===== config.mk =====
export PLATFORM = sky130hd
export DESIGN_NAME = gtp_target
export DESIGN_NICKNAME = d
export VERILOG_FILES = /design/src/hw/gtp_pkg.sv /design/src/hw/gtp_line_if.sv /design/src/hw/gtp_target.sv /design/src/hw/gtp_line_sync.sv
export SDC_FILE = /design/constraint.sdc
export NUM_CORES = 1
export LEC_CHECK = 0
export BUFFER_PORTS_ARGS = -buffer_cell sky130_fd_sc_hd__clkbuf_2
export CORE_MARGIN = 4
export CORE_UTILIZATION = 50
export CTS_CLUSTER_DIAMETER = 80
export DETAILED_ROUTE_END_ITERATION = 10
export PLACE_DENSITY_LB_ADDON = 0.2
export SKIP_CTS_REPAIR_TIMING = 1
export SYNTH_ARGS = -nofsm -noshare
export SYNTH_HDL_FRONTEND = slang
export SYNTH_SLANG_ARGS = --single-unit

===== constraint.sdc =====
create_clock -name clock_i -period 4.97 [get_ports clock_i]
set_input_delay 0.7455 -clock clock_i [delete_from_list [all_inputs] [get_ports clock_i]]
set_output_delay 0.7455 -clock clock_i [all_outputs]
set_load 0.05 [all_outputs]

===== src/hw/gtp_pkg.sv =====
// Shared constants and types of the gauge I2C target port
package gtp_pkg;

    localparam int          CLK_HZ           = 200_000_000;
    localparam int          CYC_PER_MS       = CLK_HZ / 1000;
    localparam int          BUS_TO_MS        = 2000;
    localparam int          BUS_TO_CYC       = BUS_TO_MS * CYC_PER_MS;
    localparam int          FLASH_STRETCH_MS = 80;
    localparam int          OCV_STRETCH_MS   = 270;
    localparam int          STRETCH_CYC      = OCV_STRETCH_MS * CYC_PER_MS;
    localparam int          SETTLE_CYC       = 8;
    localparam int          MAX_WR_BYTES     = 2;
    localparam logic [6:0]  DEV_ADDR         = 7'h55;
    localparam logic [7:0]  CMD_MAX_RD       = 8'h7F;
    localparam logic [3:0]  BITS_BYTE        = 4'h8;
    localparam logic [7:0]  PTR_STEP         = 8'h01;

    typedef enum logic [3:0] {
        ST_IDLE, ST_ADDR, ST_CMD, ST_WDATA, ST_ACK, ST_RDATA,
        ST_RACK, ST_RLOAD, ST_WAIT, ST_STUCK, ST_SLEEP
    } gtp_state_t;

    typedef struct packed {
        gtp_state_t st;
        gtp_state_t ret;
        logic       inc;
        logic [3:0] cnt;
        logic [7:0] rx;
        logic [7:0] tx;
        logic [7:0] ptr;
        logic [1:0] wcnt;
        logic [7:0] wdata;
        logic       wr;
        logic       sda_oe_n;
        logic       scl_oe_n;
        logic       line_out;
        logic [31:0] to_cnt;
        logic [31:0] str_cnt;
        logic       sleep;
        logic       active;
    } gtp_top_t;

    typedef struct packed {
        logic [1:0] s1;
        logic [1:0] s2;
        logic [1:0] s3;
        logic [1:0] st;
        logic       rise;
        logic       fall;
        logic       start;
        logic       stop;
    } gtp_sync_t;

endpackage : gtp_pkg


===== src/hw/gtp_line_if.sv =====
// Conditioned bus lines and bus events
`timescale 1ns/10ps
interface gtp_line_if;
    logic scl;
    logic sda;
    logic scl_rise;
    logic scl_fall;
    logic start;
    logic stop;
    modport src (output scl, sda, scl_rise, scl_fall, start, stop);
    modport dst (input  scl, sda, scl_rise, scl_fall, start, stop);
endinterface : gtp_line_if


===== src/hw/gtp_target.sv =====
// I2C target port of the gauge: byte engine, pointer, timeout, stretch
`timescale 1ns/10ps
module gtp_target
    import gtp_pkg::*;
#(
    parameter int BUS_TO_CYCLES  = BUS_TO_CYC,   // Stuck-bus timeout
    parameter int STRETCH_CYCLES = STRETCH_CYC,  // Longest clock stretch
    parameter int MAX_WR         = MAX_WR_BYTES  // Data bytes per write
)
(
    input  wire logic       clock_i,          // 200 MHz clock
    input  wire logic       rst_n_i,          // Sync reset, active low
    input  wire logic       scl_i,            // SCL pin level
    input  wire logic       sda_i,            // SDA pin level
    output logic            scl_o,            // SCL drive value, always low
    output logic            scl_oe_n_o,       // SCL driven while low
    output logic            sda_o,            // SDA drive value, always low
    output logic            sda_oe_n_o,       // SDA driven while low
    output logic [7:0]      loc_addr_o,       // Command location pointer
    output logic [7:0]      loc_wdata_o,      // Write data
    output logic            loc_wr_o,         // Write strobe, one cycle
    input  wire logic [7:0] loc_rdata_i,      // Data at loc_addr_o
    input  wire logic       loc_ro_i,         // Location at loc_addr_o is read-only
    input  wire logic       stretch_i,        // Hold SCL low (flash or sample busy)
    input  wire logic       single_wire_en_i, // Alternative interface selected
    output logic            i2c_active_o,     // I2C port in service
    output logic            sleep_o           // Engine asleep on stuck line
);
    if (MAX_WR < 1 || MAX_WR > 3)
        $error("MAX_WR must be 1 to 3");
    if (BUS_TO_CYCLES <= SETTLE_CYC || STRETCH_CYCLES < 1)
        $error("Timeout or stretch count too small");

    gtp_line_if ln();
    gtp_top_t   r;
    gtp_top_t   n;
    logic       bus_low;
    logic       busy;

    gtp_line_sync u_sync (
        .clock_i (clock_i),
        .rst_n_i (rst_n_i),
        .scl_i   (scl_i),
        .sda_i   (sda_i),
        .lines   (ln)
    );

    assign bus_low = !ln.scl || !ln.sda;
    assign busy    = r.st inside {ST_ADDR, ST_CMD, ST_WDATA, ST_ACK,
                                  ST_RDATA, ST_RACK, ST_RLOAD};

    always_comb
    begin
        n        = r;
        n.wr     = 1'b0;
        n.active = !single_wire_en_i;
        if (r.st == ST_STUCK || (bus_low && r.st != ST_SLEEP))
            n.to_cnt = r.to_cnt + 32'h0000_0001;
        else
            n.to_cnt = '0;
        // Stretch only a low SCL, and never past the longest allowed time
        if (stretch_i && busy && !ln.scl && r.str_cnt < 32'(STRETCH_CYCLES))
        begin
            n.scl_oe_n = 1'b0;
            n.str_cnt  = r.str_cnt + 32'h0000_0001;
        end
        else
        begin
            n.scl_oe_n = 1'b1;
            if (!stretch_i)
                n.str_cnt = '0;
        end

        case (r.st)
            ST_ADDR, ST_CMD, ST_WDATA:
            begin
                if (ln.scl_rise)
                begin
                    n.rx  = {r.rx[6:0], ln.sda};
                    n.cnt = r.cnt + 4'h1;
                end
                if (ln.scl_fall && r.cnt == BITS_BYTE)
                begin
                    n.cnt = '0;
                    n.st  = ST_WAIT;
                    n.inc = 1'b0;
                    if (r.st == ST_ADDR && r.rx[7:1] == DEV_ADDR)
                    begin
                        n.sda_oe_n = 1'b0;
                        n.st       = ST_ACK;
                        n.ret      = r.rx[0] ? ST_RDATA : ST_CMD;
                    end
                    else if (r.st == ST_CMD && r.rx <= CMD_MAX_RD)
                    begin
                        n.ptr      = r.rx;
                        n.wcnt     = '0;
                        n.sda_oe_n = 1'b0;
                        n.st       = ST_ACK;
                        n.ret      = ST_WDATA;
                    end
                    else if (r.st == ST_WDATA && !loc_ro_i
                             && r.wcnt != 2'(MAX_WR))
                    begin
                        n.wr       = 1'b1;
                        n.wdata    = r.rx;
                        n.wcnt     = r.wcnt + 2'h1;
                        n.inc      = 1'b1;
                        n.sda_oe_n = 1'b0;
                        n.st       = ST_ACK;
                        n.ret      = ST_WDATA;
                    end
                end
            end
            ST_ACK:
            begin
                if (ln.scl_fall)
                begin
                    n.sda_oe_n = 1'b1;
                    n.st       = r.ret;
                    if (r.inc)
                        n.ptr = r.ptr + PTR_STEP;
                    if (r.ret == ST_RDATA)
                    begin
                        n.sda_oe_n = loc_rdata_i[7];
                        n.tx       = {loc_rdata_i[6:0], 1'b0};
                    end
                end
            end
            ST_RDATA:
            begin
                if (ln.scl_rise)
                    n.cnt = r.cnt + 4'h1;
                if (ln.scl_fall)
                begin
                    if (r.cnt == BITS_BYTE)
                    begin
                        n.sda_oe_n = 1'b1;
                        n.cnt      = '0;
                        n.st       = ST_RACK;
                    end
                    else
                    begin
                        n.sda_oe_n = r.tx[7];
                        n.tx       = {r.tx[6:0], 1'b0};
                    end
                end
            end
            ST_RACK:
            begin
                // A host NACK ends the read; only stop or start follows
                if (ln.scl_rise)
                begin
                    n.st = ln.sda ? ST_WAIT : ST_RLOAD;
                    if (!ln.sda)
                        n.ptr = r.ptr + PTR_STEP;
                end
            end
            ST_RLOAD:
            begin
                if (ln.scl_fall)
                begin
                    n.sda_oe_n = loc_rdata_i[7];
                    n.tx       = {loc_rdata_i[6:0], 1'b0};
                    n.st       = ST_RDATA;
                end
            end
            ST_STUCK:
            begin
                // Released lines need the synchroniser delay before judging
                n.sda_oe_n = 1'b1;
                n.scl_oe_n = 1'b1;
                if (r.to_cnt == 32'(SETTLE_CYC - 1))
                begin
                    n.st    = bus_low ? ST_SLEEP : ST_IDLE;
                    n.sleep = bus_low;
                end
            end
            ST_SLEEP:
            begin
                n.scl_oe_n = 1'b1;
                if (!bus_low)
                begin
                    n.st    = ST_IDLE;
                    n.sleep = 1'b0;
                end
            end
            default:
            begin
                n.sda_oe_n = 1'b1;
            end
        endcase

        if (r.st != ST_STUCK && r.st != ST_SLEEP)
        begin
            if (ln.start)
            begin
                n.st       = ST_ADDR;
                n.cnt      = '0;
                n.sda_oe_n = 1'b1;
            end
            else if (ln.stop)
            begin
                n.st       = ST_IDLE;
                n.sda_oe_n = 1'b1;
            end
            if (r.to_cnt == 32'(BUS_TO_CYCLES - 1))
            begin
                n.st       = ST_STUCK;
                n.to_cnt   = '0;
                n.sda_oe_n = 1'b1;
                n.scl_oe_n = 1'b1;
            end
        end
        if (!r.active)
        begin
            n.st       = ST_IDLE;
            n.sda_oe_n = 1'b1;
            n.scl_oe_n = 1'b1;
        end
    end

    always_ff @(posedge clock_i)
    begin
        if (!rst_n_i)
            r <= '{st: ST_IDLE, ret: ST_IDLE, sda_oe_n: 1'b1, scl_oe_n: 1'b1,
                   active: 1'b1, default: '0};
        else
            r <= n;
    end

    assign scl_o        = r.line_out;
    assign sda_o        = r.line_out;
    assign scl_oe_n_o   = r.scl_oe_n;
    assign sda_oe_n_o   = r.sda_oe_n;
    assign loc_addr_o   = r.ptr;
    assign loc_wdata_o  = r.wdata;
    assign loc_wr_o     = r.wr;
    assign i2c_active_o = r.active;
    assign sleep_o      = r.sleep;
endmodule : gtp_target


===== src/hw/gtp_line_sync.sv =====
// Pin synchroniser and start/stop/edge detector
`timescale 1ns/10ps
module gtp_line_sync
    import gtp_pkg::*;
(
    input  wire logic clock_i,   // 200 MHz clock
    input  wire logic rst_n_i,   // Sync reset, active low
    input  wire logic scl_i,     // SCL pin level
    input  wire logic sda_i,     // SDA pin level
    gtp_line_if.src   lines      // Conditioned lines and events
);
    gtp_sync_t r;
    gtp_sync_t n;

    always_comb
    begin
        n       = r;
        n.s1    = {scl_i, sda_i};
        n.s2    = r.s1;
        n.s3    = r.s2;
        // A level counts only once the two later stages agree
        for (int i = 0; i < 2; i++)
        begin
            if (r.s2[i] == r.s3[i])
                n.st[i] = r.s3[i];
        end
        n.rise  = n.st[1] & ~r.st[1];
        n.fall  = ~n.st[1] & r.st[1];
        n.start = r.st[1] & n.st[1] & r.st[0] & ~n.st[0];
        n.stop  = r.st[1] & n.st[1] & ~r.st[0] & n.st[0];
    end

    always_ff @(posedge clock_i)
    begin
        if (!rst_n_i)
            r <= '{s1: 2'h3, s2: 2'h3, s3: 2'h3, st: 2'h3, default: '0};
        else
            r <= n;
    end

    assign lines.scl      = r.st[1];
    assign lines.sda      = r.st[0];
    assign lines.scl_rise = r.rise;
    assign lines.scl_fall = r.fall;
    assign lines.start    = r.start;
    assign lines.stop     = r.stop;

endmodule : gtp_line_sync


# Word-level counts from Yosys, hierarchy flattened
# Cells that the tools add are included.
dict set report totals {
  register_bits 128
  output_inout_bits 23
  elab_cells 183
  input_bits 15
}
dict set report classes {
  addsub 5
  n_lt_le_gt_ge 2
  n_bitwise 16
  n_eq_ne 33
  n_reduce_logical 35
  muxes 68
}
# cell n
set ops {}
lappend ops {{$mux W32} 5}
lappend ops {{$mux W8} 10}
lappend ops {{$mux W4} 18}
lappend ops {{$add A32 B1 Y32 const B} 2}
lappend ops {{$pmux W8 S3} 2}
lappend ops {{$eq A32 B29 Y1 const B} 1}
lappend ops {{$eq A32 B3 Y1 const B} 1}
lappend ops {{$lt A32 B26 Y1 const B} 1}
lappend ops {{$pmux W4 S7} 1}
lappend ops {{$mux W12} 2}
lappend ops {{$eq A4 B3 Y1 const B} 5}
lappend ops {{$mux W20} 1}
lappend ops {{$mux W19} 1}
lappend ops {{$mux W9} 2}
lappend ops {{$mux W1} 17}
lappend ops {{$mux W16} 1}
lappend ops {{$ne A2 B2 Y1 const B} 8}
lappend ops {{$ne A2 B1 Y1 const B} 7}
lappend ops {{$mux W13} 1}
lappend ops {{$eq A4 B4 Y1 const B} 3}
lappend ops {{$logic_and A1 B1 Y1} 10}
lappend ops {{$not A1 Y1} 9}
lappend ops {{$reduce_bool A3 Y1} 3}
lappend ops {{$add A8 B1 Y8 const B} 1}
lappend ops {{other kinds (27)} 47}

# Longest topological paths before layout
dict set report logic_depth {
  depth_word 12
  ltp_mapped 8
  depth_no_buf 7
}

# Hierarchy
# A second synthesis with hierarchy kept.
dict set report unflattened {
  cells_unflattened 753
  hier_area_um2 6359.8
}
# module area_each_um2 seq_area_each_um2 cells_per_inst instances
set by_module_without_submodules {}
lappend by_module_without_submodules {gtp_target 6000.8 2282.2 723 1}
lappend by_module_without_submodules {gtp_line_sync 359.1 240.2 30 1}

# Worst setup path after synthesis
# OpenSTA, ideal clock, no wires.
dict set report synth_path {
  path_kind {register -> register}
  start {reg r[34] (netlist bit)}
  end {reg r[63] (netlist bit)}
  setup_time_ns 0.130
  path_buffers 1
  t_arrival_ns 2.145
  slack_ns 2.695
  t_required_ns 4.840
  period_less_slack_ns 2.275
  stages_incl_launch_ff 8
  cell_sequence {dfxtp_1 ha_1 nand4_2 or3_1 or4_4 a21oi_4 buf_6 nor3_2}
}
dict set report synth_via {
  elab_chain_cells 4
  word_cells_on_any_way 5
  classes_between {add/sub: 1; eq/ne: 1; mux: 3}
}
# element line_no
set synth_lines {}
lappend synth_lines {{start: declaration} gtp_target.sv:35} ;# gtp_top_t r;
lappend synth_lines {{start signal: assignment} gtp_target.sv:225} ;# r <= '{st: ST_IDLE, ret: ST_IDLE, sda_oe_n: 1'b1, scl_oe_n: 1'b1,
lappend synth_lines {{start signal: assignment} gtp_target.sv:228} ;# r <= n;
lappend synth_lines {{$add A32 B1 Y32} gtp_target.sv:58} ;# n.to_cnt = r.to_cnt + 32'h0000_0001;
lappend synth_lines {{$mux W32} gtp_target.sv:57} ;# if (r.st == ST_STUCK || (bus_low && r.st != ST_SLEEP))
lappend synth_lines {{$mux W32} gtp_target.sv:206} ;# if (r.to_cnt == 32'(BUS_TO_CYCLES - 1))
lappend synth_lines {{$mux W32 (*)} gtp_target.sv:193} ;# if (r.st != ST_STUCK && r.st != ST_SLEEP)
# Every way passes the cells marked *; elsewhere a longest branch is shown, timed or not.
# A chain may end at the register's enable or synchronous reset.

# Worst setup path after layout
dict set report layout_path {
  start {reg r[34] (netlist bit)}
  end {reg r[35] (netlist bit)}
}
# The elaborated chain is that of the path after synthesis.

==> metrics.cfg <==
[die]
dieArea_mm2 = 0.0146
core_mm2 = 0.0123
start_util_pct = 52.0
io_pins = 38
die_h_um = 121
fp-row-count = 40
die_w_um = 121

[detailed_routing]
viasPerCell = 6.00
drt_first_pass_iters = 5
totalWireLength_mm = 14.3
drc = 0
routedWlPerCell_um = 15.4
drtIter0Drc = 597
antenna_left = 0
dr_total_vias = 5554

[synth]
synthTopCellsByCount = dfxtp_1 (126), nor2_1 (58), nand2_1 (55)
yosysMostFrequentCell = dfxtp_1
ys_seq_elements = 126
yosysWarnings = 0
synth_cell_types = 71
synth.largest_area_cell = dfxtp_1
synth_area_mm2 = 0.00637
yosys-top-cells-area = dfxtp_1 (40%), mux2i_1 (4.4%), nor2_1 (3.4%)
synth_ff_type = dfxtp_1
synth_top_area_share_pct = 39.6
synth.yosys.seq_area_share_pct = 39.6
synth-async-reset-ratio_pct = 0
synthCells = 745
avgSynthCellArea_um2 = 8.56
synth_edf_count = 0

[sta]
worst_pin_slew_ns = 1.05
max_freq_mhz = 338
slew_headroom_pct = 29.4
rsz0062_at_grt = no
holdWs_ns = 0.405
setup_tns_ns = 0
hold_violations = 0
fin_worst_skew_ns = 0.00566
min_period_over_period_pct = 59.6
drv_slew = 0
finalCriticalPeriod_ns = 2.96
finalSetupViolations = 0

[clocking]
clk_pin_slew_ns = 0.05
clk_path_buf_depth = 2
cts_buffers = 17
clk_latency_ns = 0.41
root_buffer = clkbuf_16
cts_sinks = 126
htree_num_levels = 4
cts_tree = built

[placed_design]
hpwl_mm = 9.80
gp_congestion = 0.893
io_buffers = 35

[layout]
area_growth_syn_to_layout_pct = 9.91
fin_util_pct = 57.1
seqCellArea_mm2 = 0.00252
multi_input_area_mm2 = 0.00350
drive_above_1_share_pct = 10.4
n_fill_cell = 1124
n_antenna_cell = 0
nets = 766

[global_route]
grt_max_degree = 48
antenna_found_initial = 0
grt_usage_pct = 20.2
grt.overflow.total = 0
grt_pass1_wl_mm = 24.2
first_global_vias = 5171

[worst_setup_path]
critPathLaunchType = flop
end_kind = flop
worstSetupPathType = flop to flop
regToRegSetupSlack_ns = 2.01
cp_max_fo = 32
worst_ep_arrival_time_ns = 3.21
worstPathRequired_ns = 5.22

[power_and_ir_drop]
power.leakage_nw = 2.60
power_w = 0.00219
powerDensity_mw_per_mm2 = 312
peakVddDrop_uv = 207

[run]
drv_cap = 0

[min_path]
worstHoldPathType = flop to flop

[outcome]
status = finished clean

## cells in the final DEF (no fill, tap or decap), types with 5 or more instances in the layout
cell type and n:
dfxtp_1 126, nor2_1 58, nand2_1 55, a21oi_1 40, nor3_1 39, nand3_1 39
clkbuf_2 35, mux2i_1 28, o21ai_0 26, nand4_1 26, xor2_1 23, and3_1 22
clkbuf_16 17, nand2b_1 16, and4_1 13, a211oi_1 13, nor4_1 12, inv_1 10
xnor2_1 9, and2_1 8, nor2b_1 8, or4_1 8, clkbuf_1 7, o31ai_1 6
a21boi_0 6, nand3b_1 6, ha_1 6, or3_1 5, o22ai_1 5, o211a_1 5
nor3b_1 5, o21a_1 5, nor3_2 5
## cell families after synthesis
group	share of synthesized area (%)
simple gates	30.0
compound gates	14.5
flops	39.6
buf+inv	5.65
xor+xnor	4.40
mux	4.57
fa+ha+maj	1.18
other cells	0.0588
## final cells by class
type	count	area share, %
timing repair buffer	38	2.82
multi-input combinational	551	49.9
sequential	126	36.0
clock inverter	6	0.857
clock buffer	26	6.84
inverter	11	0.589
tap	168	3.00
## per-stage QoR
| step | area, um^2 | setup WS [ns] | cells |
|---|---|---|---|
| after floorplan | 6380 | 2.69 | 746 |
| after global placement | 6470 | 2.17 | 894 |
| after detailed placement | 6470 | 2.03 | 894 |
| after CTS | 7010 | 2.02 | 926 |
| after global routing | 7010 | 1.86 | 926 |
| final | 7010 | 2.01 | 926 |
## power by group
part | internal, W | switching (W) | total (W)
clock | 0.000710 | 0.000416 | 0.00113
combinational | 0.0000115 | 0.0000333 | 0.0000448
sequential | 0.00101 | 0.00000248 | 0.00102
total | 0.00174 | 0.000452 | 0.00219
## flip-flops by register name, summed over array words and instances (netlist names), 2 cells and up
register,count
r,93
loc_wdata_o,8
u_sync.r,2
u_sync.n,4
loc_addr_o,8
## per-layer routing
layer | GRT usage [%] | vias up | part of all wire (%)
li1 | - | 2736 | -
met1 | 26.7 | 2644 | 47
met2 | 31.6 | 150 | 46
met3 | 4.99 | 24 | 4.8
met4 | 7.79 | 0 | 1.5
met5 | 0 | - | 0
## worst max-delay path: stages, from the launching register on
cell and delay, ns:
dfxtp_1 0.41, ha_1 0.28, nand4_2 0.19, or3_1 0.43
or4_4 0.59, a21oi_4 0.77, nor3b_1 0.13
## final timing paths
kind         depth (start not counted)          end   startpoint
min                                  1  u_sync.n[6]  u_sync.n[8]
max reg2reg                          6        r[35]        r[34]
max                                  6        r[35]        r[34]
min reg2reg                          1  u_sync.n[6]  u_sync.n[8]
Note: power is estimated with default switching activity, not from simulation.
